### config.mk
export PLATFORM = sky130hd
export DESIGN_NAME = asc_top
export DESIGN_NICKNAME = d
export VERILOG_FILES = /design/src/core/asc_pkg.sv /design/src/core/asc_seq_if.sv /design/src/core/asc_top.sv /design/src/core/asc_scan_seq.sv
export VERILOG_INCLUDE_DIRS = /design/src /design/src/core
export SDC_FILE = /design/constraint.sdc
export NUM_CORES = 1
export LEC_CHECK = 0
export BUFFER_PORTS_ARGS = -buffer_cell sky130_fd_sc_hd__buf_4
export CAP_MARGIN = 0
export CORE_ASPECT_RATIO = 0.75
export CORE_UTILIZATION = 59
export CTS_CLUSTER_DIAMETER = 100
export DETAILED_ROUTE_END_ITERATION = 7
export PLACE_DENSITY = 0.8
export SETUP_SLACK_MARGIN = 0.5
export SLEW_MARGIN = 15
export SYNTH_ARGS = -nofsm -noshare
export SYNTH_HDL_FRONTEND = slang
export SYNTH_SLANG_ARGS = --single-unit
### constraint.sdc
create_clock -name pclk -period 3.75 [get_ports pclk]
set_clock_uncertainty 0.05 [all_clocks]
set_input_delay 0.375 -clock pclk [delete_from_list [all_inputs] [get_ports pclk]]
set_output_delay 0.375 -clock pclk [all_outputs]
set_load 0.02 [all_outputs]
### src/core/asc_cfg.svh
// register map, field positions, reset values and timing counts of the scan select block
// assumes a 250 MHz pclk and a 32-bit APB with byte addresses
`ifndef ASC_CFG_SVH
`define ASC_CFG_SVH

`define ASC_OFS_MUX 8'h00
`define ASC_OFS_HITL 8'h04
`define ASC_OFS_HITH 8'h08
`define ASC_OFS_SCANL 8'h0C
`define ASC_OFS_SCANH 8'h10
`define ASC_OFS_CSL 8'h14
`define ASC_OFS_CSH 8'h18
`define ASC_OFS_CTRL 8'h1C
`define ASC_OFS_THRLO 8'h20
`define ASC_OFS_THRHI 8'h24
`define ASC_OFS_STAT 8'h28
`define ASC_OFS_IMASK 8'h2C

`define ASC_NEGA_MSB 7
`define ASC_NEGA_LSB 5
`define ASC_POSA_MSB 4
`define ASC_POSA_LSB 0
`define ASC_CM_MSB 1
`define ASC_CM_LSB 0
`define ASC_SCANEN_BIT 2
`define ASC_SMP_MSB 15
`define ASC_SMP_LSB 8
`define ASC_SCANH_HI_MSB 14
`define ASC_SCANH_HI_LSB 10
`define ASC_STAT_DONE 0
`define ASC_STAT_MATCH 1

`define ASC_RST_16 16'h0000
`define ASC_RST_24 24'h000000
`define ASC_RST_SMP 8'h01
`define ASC_RST_THRHI 12'hFFF

`define ASC_MASK_20PIN 24'hF9FE1F
`define ASC_MASK_28PIN 24'hFFFE3F
`define ASC_MASK_44PIN 24'hFFFFFF

`define ASC_CLK_MHZ 250
`define ASC_MIN_SAMPLE_NS 4

`endif

### src/core/asc_pkg.sv
// types shared by the scan select block and its sequencer
package asc_pkg;
   typedef enum logic [2:0] {
      ASC_IDLE = 3'b001,
      ASC_SAMPLE = 3'b010,
      ASC_CONVERT = 3'b100
   } asc_state_t;
   typedef enum logic [1:0] {
      ASC_CM_LESS = 2'b00,
      ASC_CM_GREATER = 2'b01,
      ASC_CM_INSIDE = 2'b10,
      ASC_CM_OUTSIDE = 2'b11
   } asc_cmode_t;
   typedef enum logic [3:0] {
      ASC_R_MUX, ASC_R_HITL, ASC_R_HITH, ASC_R_SCANL, ASC_R_SCANH, ASC_R_CSL,
      ASC_R_CSH, ASC_R_CTRL, ASC_R_THRLO, ASC_R_THRHI, ASC_R_STAT, ASC_R_IMASK,
      ASC_R_NONE
   } asc_reg_t;
endpackage

### src/core/asc_seq_if.sv
// bundle between the register block and the scan sequencer
// assumes both ends run on the same pclk
`timescale 1ns/10ps
interface asc_seq_if;
   logic scan_en;
   logic [30:0] mask;
   logic [7:0] sample_cycles;
   logic conv_done;
   logic [4:0] chan;
   logic sampling;
   logic converting;
   logic conv_start;
   logic seq_done;
   modport ctrl (output scan_en, mask, sample_cycles, conv_done,
                 input chan, sampling, converting, conv_start, seq_done);
   modport seq (input scan_en, mask, sample_cycles, conv_done,
                output chan, sampling, converting, conv_start, seq_done);
endinterface

### src/core/asc_top.sv
// converter channel select, scan mask, compare hit and current source enable registers on APB
// assumes a converter core that answers conv_start with one conv_done pulse and a result
// Operation
// - sample A negative select in bits 7..5
// - sample A positive select in bits 4..0
// - negative code 0 ground, 1..7 inputs 0..6
// - compare mode: less, greater, inside, outside
// - mode 11: any buffer write sets hit
// - other modes: only a match sets hit
// - 24 hit bits, high word bits 15..8 zero
// - scan includes channel only when mask set
// - scan high word: 30..26 at 14..10, 23..16 low
// - current source enabled on channel during conversion only when its enable bit set
// - unimplemented channel bits read as zero
// - sampling completes before conversion starts
`timescale 1ns/10ps
`include "asc_cfg.svh"
module asc_top #(
   parameter int PIN_COUNT = 44
) (
   // clock and reset
   input logic pclk,
   input logic presetn,
   // apb slave
   input logic psel,
   input logic penable,
   input logic pwrite,
   input logic [7:0] paddr,
   input logic [31:0] pwdata,
   output logic [31:0] prdata,
   output logic pready,
   output logic pslverr,
   // converter core
   input logic conv_done,
   input logic [11:0] conv_result,
   output logic [4:0] pos_select,
   output logic [2:0] neg_select,
   output logic neg_ground,
   output logic [6:0] neg_input,
   output logic sampling,
   output logic conv_start,
   output logic [4:0] conv_chan,
   output logic current_source_en,
   // interrupt
   output logic irq
);
   import asc_pkg::*;

   localparam logic [23:0] IMPL = (PIN_COUNT <= 20) ? `ASC_MASK_20PIN :
                                  (PIN_COUNT <= 28) ? `ASC_MASK_28PIN : `ASC_MASK_44PIN;

   function automatic asc_reg_t decode(input logic [7:0] a);
      if (a == `ASC_OFS_MUX) begin
         decode = ASC_R_MUX;
      end else if (a == `ASC_OFS_HITL) begin
         decode = ASC_R_HITL;
      end else if (a == `ASC_OFS_HITH) begin
         decode = ASC_R_HITH;
      end else if (a == `ASC_OFS_SCANL) begin
         decode = ASC_R_SCANL;
      end else if (a == `ASC_OFS_SCANH) begin
         decode = ASC_R_SCANH;
      end else if (a == `ASC_OFS_CSL) begin
         decode = ASC_R_CSL;
      end else if (a == `ASC_OFS_CSH) begin
         decode = ASC_R_CSH;
      end else if (a == `ASC_OFS_CTRL) begin
         decode = ASC_R_CTRL;
      end else if (a == `ASC_OFS_THRLO) begin
         decode = ASC_R_THRLO;
      end else if (a == `ASC_OFS_THRHI) begin
         decode = ASC_R_THRHI;
      end else if (a == `ASC_OFS_STAT) begin
         decode = ASC_R_STAT;
      end else if (a == `ASC_OFS_IMASK) begin
         decode = ASC_R_IMASK;
      end else begin
         decode = ASC_R_NONE;
      end
   endfunction

   asc_seq_if sq ();

   logic [15:0] input_mux_select_r;
   logic [23:0] compare_hit_flags_r;
   logic [23:0] scan_include_mask_r;
   logic [4:0] scan_extra_r;
   logic [23:0] current_source_channel_enable_r;
   asc_cmode_t compare_mode_select_r;
   logic scan_en_r;
   logic [7:0] sample_cycles_r;
   logic [11:0] thr_lo_r;
   logic [11:0] thr_hi_r;
   logic [1:0] irq_stat_r;
   logic [1:0] irq_mask_r;
   logic [31:0] prdata_r;
   asc_reg_t sel_reg;
   logic wr;
   logic [15:0] wd;
   logic match;
   logic [23:0] hit_set;
   logic [23:0] chan_bit;
   logic [1:0] ev;

   assign sel_reg = decode(paddr);
   assign pready = 1'b1;
   assign pslverr = psel && penable && (sel_reg == ASC_R_NONE);
   assign wr = psel && penable && pwrite && pready;
   assign wd = pwdata[15:0];

   // read data is captured in the setup cycle so prdata comes from a flop
   always_ff @(posedge pclk or negedge presetn) begin
      if (!presetn) begin
         prdata_r <= 32'h00000000;
      end else if (psel && !penable && !pwrite) begin
         prdata_r <= 32'h00000000;
         case (decode(paddr))
            ASC_R_MUX: prdata_r[15:0] <= input_mux_select_r;
            ASC_R_HITL: prdata_r[15:0] <= compare_hit_flags_r[15:0] & IMPL[15:0];
            ASC_R_HITH: prdata_r[7:0] <= compare_hit_flags_r[23:16] & IMPL[23:16];
            ASC_R_SCANL: prdata_r[15:0] <= scan_include_mask_r[15:0] & IMPL[15:0];
            ASC_R_SCANH: begin
               prdata_r[`ASC_SCANH_HI_MSB:`ASC_SCANH_HI_LSB] <= scan_extra_r;
               prdata_r[7:0] <= scan_include_mask_r[23:16] & IMPL[23:16];
            end
            ASC_R_CSL: prdata_r[15:0] <= current_source_channel_enable_r[15:0] & IMPL[15:0];
            ASC_R_CSH: prdata_r[7:0] <= current_source_channel_enable_r[23:16] & IMPL[23:16];
            ASC_R_CTRL: begin
               prdata_r[`ASC_CM_MSB:`ASC_CM_LSB] <= compare_mode_select_r;
               prdata_r[`ASC_SCANEN_BIT] <= scan_en_r;
               prdata_r[`ASC_SMP_MSB:`ASC_SMP_LSB] <= sample_cycles_r;
            end
            ASC_R_THRLO: prdata_r[11:0] <= thr_lo_r;
            ASC_R_THRHI: prdata_r[11:0] <= thr_hi_r;
            ASC_R_STAT: prdata_r[1:0] <= irq_stat_r;
            ASC_R_IMASK: prdata_r[1:0] <= irq_mask_r;
            default: prdata_r <= 32'h00000000;
         endcase
      end
   end
   assign prdata = prdata_r;

   // input select register, both sample A fields and the sample B fields
   always_ff @(posedge pclk or negedge presetn) begin
      if (!presetn) begin
         input_mux_select_r <= `ASC_RST_16;
      end else if (wr && sel_reg == ASC_R_MUX) begin
         input_mux_select_r <= wd;
      end
   end

   // control and compare window
   always_ff @(posedge pclk or negedge presetn) begin
      if (!presetn) begin
         compare_mode_select_r <= ASC_CM_LESS;
         scan_en_r <= 1'b0;
         sample_cycles_r <= `ASC_RST_SMP;
         thr_lo_r <= 12'h000;
         thr_hi_r <= `ASC_RST_THRHI;
      end else if (wr) begin
         if (sel_reg == ASC_R_CTRL) begin
            compare_mode_select_r <= asc_cmode_t'(wd[`ASC_CM_MSB:`ASC_CM_LSB]);
            scan_en_r <= wd[`ASC_SCANEN_BIT];
            sample_cycles_r <= wd[`ASC_SMP_MSB:`ASC_SMP_LSB];
         end else if (sel_reg == ASC_R_THRLO) begin
            thr_lo_r <= wd[11:0];
         end else if (sel_reg == ASC_R_THRHI) begin
            thr_hi_r <= wd[11:0];
         end
      end
   end

   // scan mask; unimplemented channels never hold a one
   always_ff @(posedge pclk or negedge presetn) begin
      if (!presetn) begin
         scan_include_mask_r <= `ASC_RST_24;
         scan_extra_r <= 5'h00;
      end else if (wr && sel_reg == ASC_R_SCANL) begin
         scan_include_mask_r[15:0] <= wd & IMPL[15:0];
      end else if (wr && sel_reg == ASC_R_SCANH) begin
         scan_include_mask_r[23:16] <= wd[7:0] & IMPL[23:16];
         scan_extra_r <= wd[`ASC_SCANH_HI_MSB:`ASC_SCANH_HI_LSB];
      end
   end

   // current source channel enables
   always_ff @(posedge pclk or negedge presetn) begin
      if (!presetn) begin
         current_source_channel_enable_r <= `ASC_RST_24;
      end else if (wr && sel_reg == ASC_R_CSL) begin
         current_source_channel_enable_r[15:0] <= wd & IMPL[15:0];
      end else if (wr && sel_reg == ASC_R_CSH) begin
         current_source_channel_enable_r[23:16] <= wd[7:0] & IMPL[23:16];
      end
   end

   // compare against the window pair: one pair shared by every channel
   always_comb begin
      case (compare_mode_select_r)
         ASC_CM_LESS: match = conv_result < thr_lo_r;
         ASC_CM_GREATER: match = conv_result > thr_hi_r;
         ASC_CM_INSIDE: match = (conv_result >= thr_lo_r) && (conv_result <= thr_hi_r);
         ASC_CM_OUTSIDE: match = (conv_result < thr_lo_r) || (conv_result > thr_hi_r);
         default: match = 1'b0;
      endcase
   end

   generate
      for (genvar i = 0; i < 24; i++) begin : g_chan
         assign chan_bit[i] = (sq.chan == 5'(i)) && IMPL[i];
      end
   endgenerate

   // a result write counts as a hit only in outside-window mode
   assign hit_set = (conv_done && sq.converting &&
                     ((compare_mode_select_r == ASC_CM_OUTSIDE) || match)) ? chan_bit :
                    `ASC_RST_24;

   // hit flags: a hardware set wins over a software write in the same cycle
   always_ff @(posedge pclk or negedge presetn) begin
      if (!presetn) begin
         compare_hit_flags_r <= `ASC_RST_24;
      end else if (wr && sel_reg == ASC_R_HITL) begin
         compare_hit_flags_r <= {compare_hit_flags_r[23:16], wd & IMPL[15:0]} | hit_set;
      end else if (wr && sel_reg == ASC_R_HITH) begin
         compare_hit_flags_r <= {wd[7:0] & IMPL[23:16], compare_hit_flags_r[15:0]} | hit_set;
      end else begin
         compare_hit_flags_r <= compare_hit_flags_r | hit_set;
      end
   end

   // interrupt status: write one to clear, new events win
   assign ev[`ASC_STAT_DONE] = sq.seq_done;
   assign ev[`ASC_STAT_MATCH] = |(hit_set & {24{match}});
   always_ff @(posedge pclk or negedge presetn) begin
      if (!presetn) begin
         irq_stat_r <= 2'b00;
      end else if (wr && sel_reg == ASC_R_STAT) begin
         irq_stat_r <= (irq_stat_r & ~wd[1:0]) | ev;
      end else begin
         irq_stat_r <= irq_stat_r | ev;
      end
   end

   always_ff @(posedge pclk or negedge presetn) begin
      if (!presetn) begin
         irq_mask_r <= 2'b00;
      end else if (wr && sel_reg == ASC_R_IMASK) begin
         irq_mask_r <= wd[1:0];
      end
   end
   assign irq = |(irq_stat_r & irq_mask_r);

   // sequencer hookup; the extra internal channels sit at 30..26
   assign sq.scan_en = scan_en_r;
   assign sq.mask = {scan_extra_r, 2'b00, scan_include_mask_r & IMPL};
   assign sq.sample_cycles = sample_cycles_r;
   assign sq.conv_done = conv_done;

   asc_scan_seq u_seq (
      .pclk(pclk),
      .presetn(presetn),
      .sq(sq)
   );

   // outside a scan the sample A positive field drives the multiplexer
   assign pos_select = scan_en_r ? sq.chan :
                       input_mux_select_r[`ASC_POSA_MSB:`ASC_POSA_LSB];
   assign neg_select = input_mux_select_r[`ASC_NEGA_MSB:`ASC_NEGA_LSB];
   assign neg_ground = (neg_select == 3'h0);
   generate
      for (genvar n = 0; n < 7; n++) begin : g_neg
         assign neg_input[n] = (neg_select == 3'(n + 1));
      end
   endgenerate

   assign sampling = sq.sampling;
   assign conv_start = sq.conv_start;
   assign conv_chan = sq.chan;
   // current source only while converting a channel whose enable bit is set
   assign current_source_en = sq.converting &&
                               |(chan_bit & current_source_channel_enable_r);
endmodule

### src/core/asc_scan_seq.sv
// scan sequencer: walks the enabled channels in ascending order, one sample and conversion each
// assumes conv_done is a one-cycle pulse from the converter core after conv_start
`timescale 1ns/10ps
`include "asc_cfg.svh"
module asc_scan_seq (
   // clock and reset
   input logic pclk,
   input logic presetn,
   // control bundle
   asc_seq_if.seq sq
);
   import asc_pkg::*;

   localparam logic [7:0] MIN_SMP =
      8'((`ASC_MIN_SAMPLE_NS * `ASC_CLK_MHZ + 999) / 1000);

   asc_state_t state_r;
   logic [4:0] chan_r;
   logic [7:0] cnt_r;
   logic start_r;
   logic done_r;
   logic [4:0] up_idx;
   logic up_found;
   logic [4:0] low_idx;
   logic [7:0] smp_load;

   // lowest enabled channel above the current one, and lowest overall for the wrap
   always_comb begin
      up_found = 1'b0;
      up_idx = 5'h00;
      low_idx = 5'h00;
      for (int i = 30; i >= 0; i--) begin
         if (sq.mask[i]) begin
            low_idx = 5'(i);
            if (5'(i) > chan_r) begin
               up_found = 1'b1;
               up_idx = 5'(i);
            end
         end
      end
   end

   // a too short sample field is stretched to the minimum sample time
   assign smp_load = (sq.sample_cycles < MIN_SMP) ? MIN_SMP : sq.sample_cycles;

   always_ff @(posedge pclk or negedge presetn) begin
      if (!presetn) begin
         state_r <= ASC_IDLE;
         chan_r <= 5'h00;
         cnt_r <= 8'h00;
         start_r <= 1'b0;
         done_r <= 1'b0;
      end else begin
         start_r <= 1'b0;
         done_r <= 1'b0;
         case (state_r)
            ASC_IDLE: begin
               if (sq.scan_en && |sq.mask) begin
                  chan_r <= low_idx;
                  cnt_r <= smp_load;
                  state_r <= ASC_SAMPLE;
               end
            end
            ASC_SAMPLE: begin
               // conversion only once the full sample time has passed
               if (cnt_r <= 8'h01) begin
                  start_r <= 1'b1;
                  state_r <= ASC_CONVERT;
               end else begin
                  cnt_r <= cnt_r - 8'h01;
               end
            end
            ASC_CONVERT: begin
               if (sq.conv_done) begin
                  done_r <= !up_found;
                  if (!sq.scan_en || !(|sq.mask)) begin
                     state_r <= ASC_IDLE;
                  end else begin
                     chan_r <= up_found ? up_idx : low_idx;
                     cnt_r <= smp_load;
                     state_r <= ASC_SAMPLE;
                  end
               end
            end
            default: begin
               state_r <= ASC_IDLE;
            end
         endcase
      end
   end

   assign sq.chan = chan_r;
   assign sq.sampling = (state_r == ASC_SAMPLE);
   assign sq.converting = (state_r == ASC_CONVERT);
   assign sq.conv_start = start_r;
   assign sq.seq_done = done_r;
endmodule

==> results.md <==
* Outcome: complete, but fails checks
* Violated checks: design-rule violations
* Setup violators final at 0
* Worst path arrival time at ~2.7 ns
* Initial core utilization at 0.604
* Worst-margin pin slew at a little over 0.9 ns
* Synth cell types at 80
* Fraction of layout cells with a size suffix above 1 at 0.279
* Crit-path leading delay family: buffers and inverters
* Chip Height at ~120 µm
* P_leak at 5.39 nW
* Syn avg cell area at just under 10 µm²
* Die area at ~18000 µm²
* Cts bufs inserted at 17
* Max-cap violations at 0
* WP depth at 8
* Vias/cell at about 6.9
* Hold Path Class: in -> reg
* Power Density at slightly below 400 nW/µm²
* Async S/R FF share, synth at 1.00
* GRT overflow at 0
* CP endpoint kind: primary output
* Type of origin of the critical path: flop
* Hold Fails Final Rpt at 0
* Area taken by multi-input logic gates at 5450 µm²
* Die X at 154 µm
* Number of flops mapped to enable cells by yosys at 0
* R2R Path Start: thr_lo_r[8]
* Post-layout minimum cycle time at 3.13 ns
* VDD IR max at about 0.31 mV
* Antenna viol nets, final at 0
* Drt wl/cell at 23.9 µm
* Buf/Inv on CP at 3
* CTS tree: done
* FMAX at ~320 MHz
* Fill cell count at around 1300
* Clock Path Buffers at 2
* CTS Root Cell: clkbuf_16
* Register Area at 4180 µm²
* Clk slew on worst S/H paths at 0.07 ns
* Final core occ at 0.688
* Crit Path Class: reg -> out
* Reg2Reg Setup Slack at 0.62 ns
* H-tree levels at 4
* Post-synth top flop: dfrtp_1
* Post-Syn Instances at approximately 1000
* DP Wirelength at between 20000 and 25000 µm
* GPL Wtd Cong at roughly 1
* Critical Path Fanout Max at 17
* First-pass GRT wire length at between 40000 and 50000 µm
* Vias in the first global route at slightly below 9000
* Antenna diodes at 0
* Final period util at 0.835
* Slew headroom at 0.381
* Mapped Area at roughly 10000 µm²
* Placed Area at around 11000 µm²
* Seq cells post-synth at between 150 and 200
* Worst skew pair latency at 0.43 ns
* Register-to-Register Path Depth at 9
* Post-route setup TNS at 0 ns
* Via count at ~9000
* Design area at approximately 12000 µm²
* Crit path max-delay cell type: dfrtp_2
* Worst-path cell chain: buf_4 > mux4_2 > nand2_1 > o2111ai_1 > a2111oi_1 > buf_4 > nor2_1 > buf_4
* Synth warn at 0
* Synth-to-Final Area Change at 13.8%
* Residual DRC at 1
* Port bufs at 83
* WP data required at ~3.3 ns
* Nets at between 1000 and 1500
* Pre-antenna DRT Iters at 8
* Total track usage at 0.368
* Unrepaired setup endpoints after global routing: true
* Final slew viol count at 0
* CP max stage delay at 0.52 ns
* Routed Wire Length at around 31000 µm
* Register area share after synthesis at 0.409
* Final hold slack at about 0.17 ns
* Iteration-0 DRC count of the detailed router at 1115
* CTS Sinks at between 150 and 200
* Largest net degree at the start of global routing at 87
* Critical Path End: current_source_en
* Antenna violations before repair at 0
* I/O pin count at between 100 and 150
* Core area at between 15000 and 20000 µm²
* Critical R2R Capture: compare_hit_flags_r[23]
* CP Launch Point: u_seq.sq.chan[0]
* Most used cell, CP: buf_4
* Num rows at 41
[per-stage QoR]
stage                     total power [W]  instances  setup slack, ns
after detailed placement          0.00244       1277            0.525
after floorplan                   0.00222       1046             1.10
after global placement            0.00243       1277            0.570
after global routing              0.00467       1310            0.499
final                             0.00454       1310            0.618
after CTS                         0.00453       1310            0.542
[cells by family (layout without fill, tap and decap cells)]
family / after synthesis / in the layout / share of synthesized area
mux: 151 / 151 / 0.169
other cells: 2 / 17 / 0.000736
flops: 166 / 166 / 0.409
buf+inv: 139 / 188 / 0.0639
compound gates: 282 / 282 / 0.194
fa+ha+maj: 26 / 26 / 0.0319
simple gates: 265 / 265 / 0.132
[timing repair]
action | in CTS | in global routing
pin swaps | 0 | 0
hold buffers | 1 | 0
hold endpoints to repair | 70 | 0
resized for setup | 3 | 6
setup buffers | 0 | 0
endpoints found under the setup margin | 1 | 22
[worst min-delay path by stage]
| stage | from | endpoint | slack, ns | depth (start not counted) |
|---|---|---|---|---|
| after floorplan | presetn | compare_hit_flags_r[0] | 0.03 | 0 |
| after global placement | presetn | input_mux_select_r[8] | 0.42 | 1 |
| after detailed placement | prdata[8] | prdata[8] | 0.42 | 1 |
| after CTS | pwdata[15] | compare_hit_flags_r[15] | 0.17 | 3 |
| after global routing | pwdata[15] | sample_cycles_r[7] | 0.17 | 2 |
| final | pwdata[15] | compare_hit_flags_r[15] | 0.17 | 3 |
[layout by cell type (no fill, tap or decap), types with 9 or more instances in the layout]
| master | Yosys | routed |
|---|---|---|
| dfrtp_1 | 152 | 148 |
| buf_4 | 22 | 107 |
| mux2_2 | 106 | 106 |
| nand2_1 | 73 | 73 |
| nor2_1 | 55 | 55 |
| a21oi_1 | 52 | 52 |
| o21ai_0 | 49 | 49 |
| inv_1 | 46 | 45 |
| mux2i_1 | 33 | 33 |
| ha_1 | 26 | 26 |
| nand3_1 | 25 | 25 |
| o41ai_1 | 21 | 21 |
| a22oi_1 | 21 | 21 |
| nor3_1 | 18 | 17 |
| conb_1 | 2 | 17 |
| clkbuf_16 | 0 | 17 |
| a31oi_1 | 16 | 16 |
| nor2b_1 | 15 | 15 |
| o211ai_1 | 14 | 14 |
| dfstp_2 | 14 | 14 |
| nor4_1 | 13 | 13 |
| a21o_1 | 12 | 12 |
| a222oi_1 | 11 | 11 |
| nand2b_1 | 10 | 10 |
| a221oi_1 | 10 | 10 |
| mux2_4 | 10 | 10 |
| nand4_1 | 9 | 9 |
[registers in the layout, indices dropped and copies added (netlist names)]
| name | flops |
|---|---|
| thr_lo_r | 12 |
| u_seq.sq.conv_start | 1 |
| compare_hit_flags_r | 24 |
| u_seq.cnt_r | 8 |
| sample_cycles_r | 8 |
| thr_hi_r | 12 |
| compare_mode_select_r | 2 |
| u_seq.sq.seq_done | 1 |
| scan_en_r | 1 |
| u_seq.state_r | 3 |
| prdata | 16 |
| u_seq.sq.chan | 5 |
| irq_mask_r | 2 |
| scan_extra_r | 5 |
| scan_include_mask_r | 24 |
| input_mux_select_r | 16 |
| current_source_channel_enable_r | 24 |
| irq_stat_r | 2 |
[report_power, final]
group / internal [W] / switching, W
clock: 0.00134 / 0.000766
sequential: 0.00185 / 0.0000762
combinational: 0.000189 / 0.000315
total: 0.00338 / 0.00116
[layer usage]
| metal | vias up | global-route usage | share of wire |
|---|---|---|---|
| met5 | - | 0 | 0 |
| li1 | 3929 | - | - |
| met4 | 0 | 0.134 | 0.025 |
| met2 | 606 | 0.547 | 0.43 |
| met3 | 72 | 0.118 | 0.13 |
| met1 | 4385 | 0.506 | 0.42 |
[area by class of cell]
type                            instances  area share
Multi-Input combinational cell        741       0.469
Sequential cell                       166       0.360
Timing Repair Buffer                  109      0.0710
Clock buffer                           18      0.0378
Clock inverter                         14      0.0233
Tap cell                              215      0.0232
Inverter                               47      0.0155
[cells in the mapped netlist (18+ instances only)]
| library cell | number | area share |
|---|---|---|
| a21oi_1 | 52 | 0.026 |
| a22oi_1 | 21 | 0.015 |
| buf_4 | 22 | 0.016 |
| clkbuf_1 | 43 | 0.016 |
| dfrtp_1 | 152 | 0.37 |
| ha_1 | 26 | 0.032 |
| inv_1 | 46 | 0.017 |
| mux2_2 | 106 | 0.12 |
| mux2i_1 | 33 | 0.032 |
| nand2_1 | 73 | 0.027 |
| nand3_1 | 25 | 0.012 |
| nor2_1 | 55 | 0.020 |
| nor3_1 | 18 | 0.0088 |
| o21ai_0 | 49 | 0.024 |
| o41ai_1 | 21 | 0.018 |
[worst reg2reg max path: stages (launching register included)]
cell and delay (ns):
dfrtp_1 0.39, inv_1 0.07, ha_1 0.34, nand4_1 0.10, nor3_1 0.30, o21ai_0 0.19, o211ai_1 0.16, mux2_2 0.36
a311o_2 0.53, o41ai_1 0.51
(Power assumes the default switching activity.)
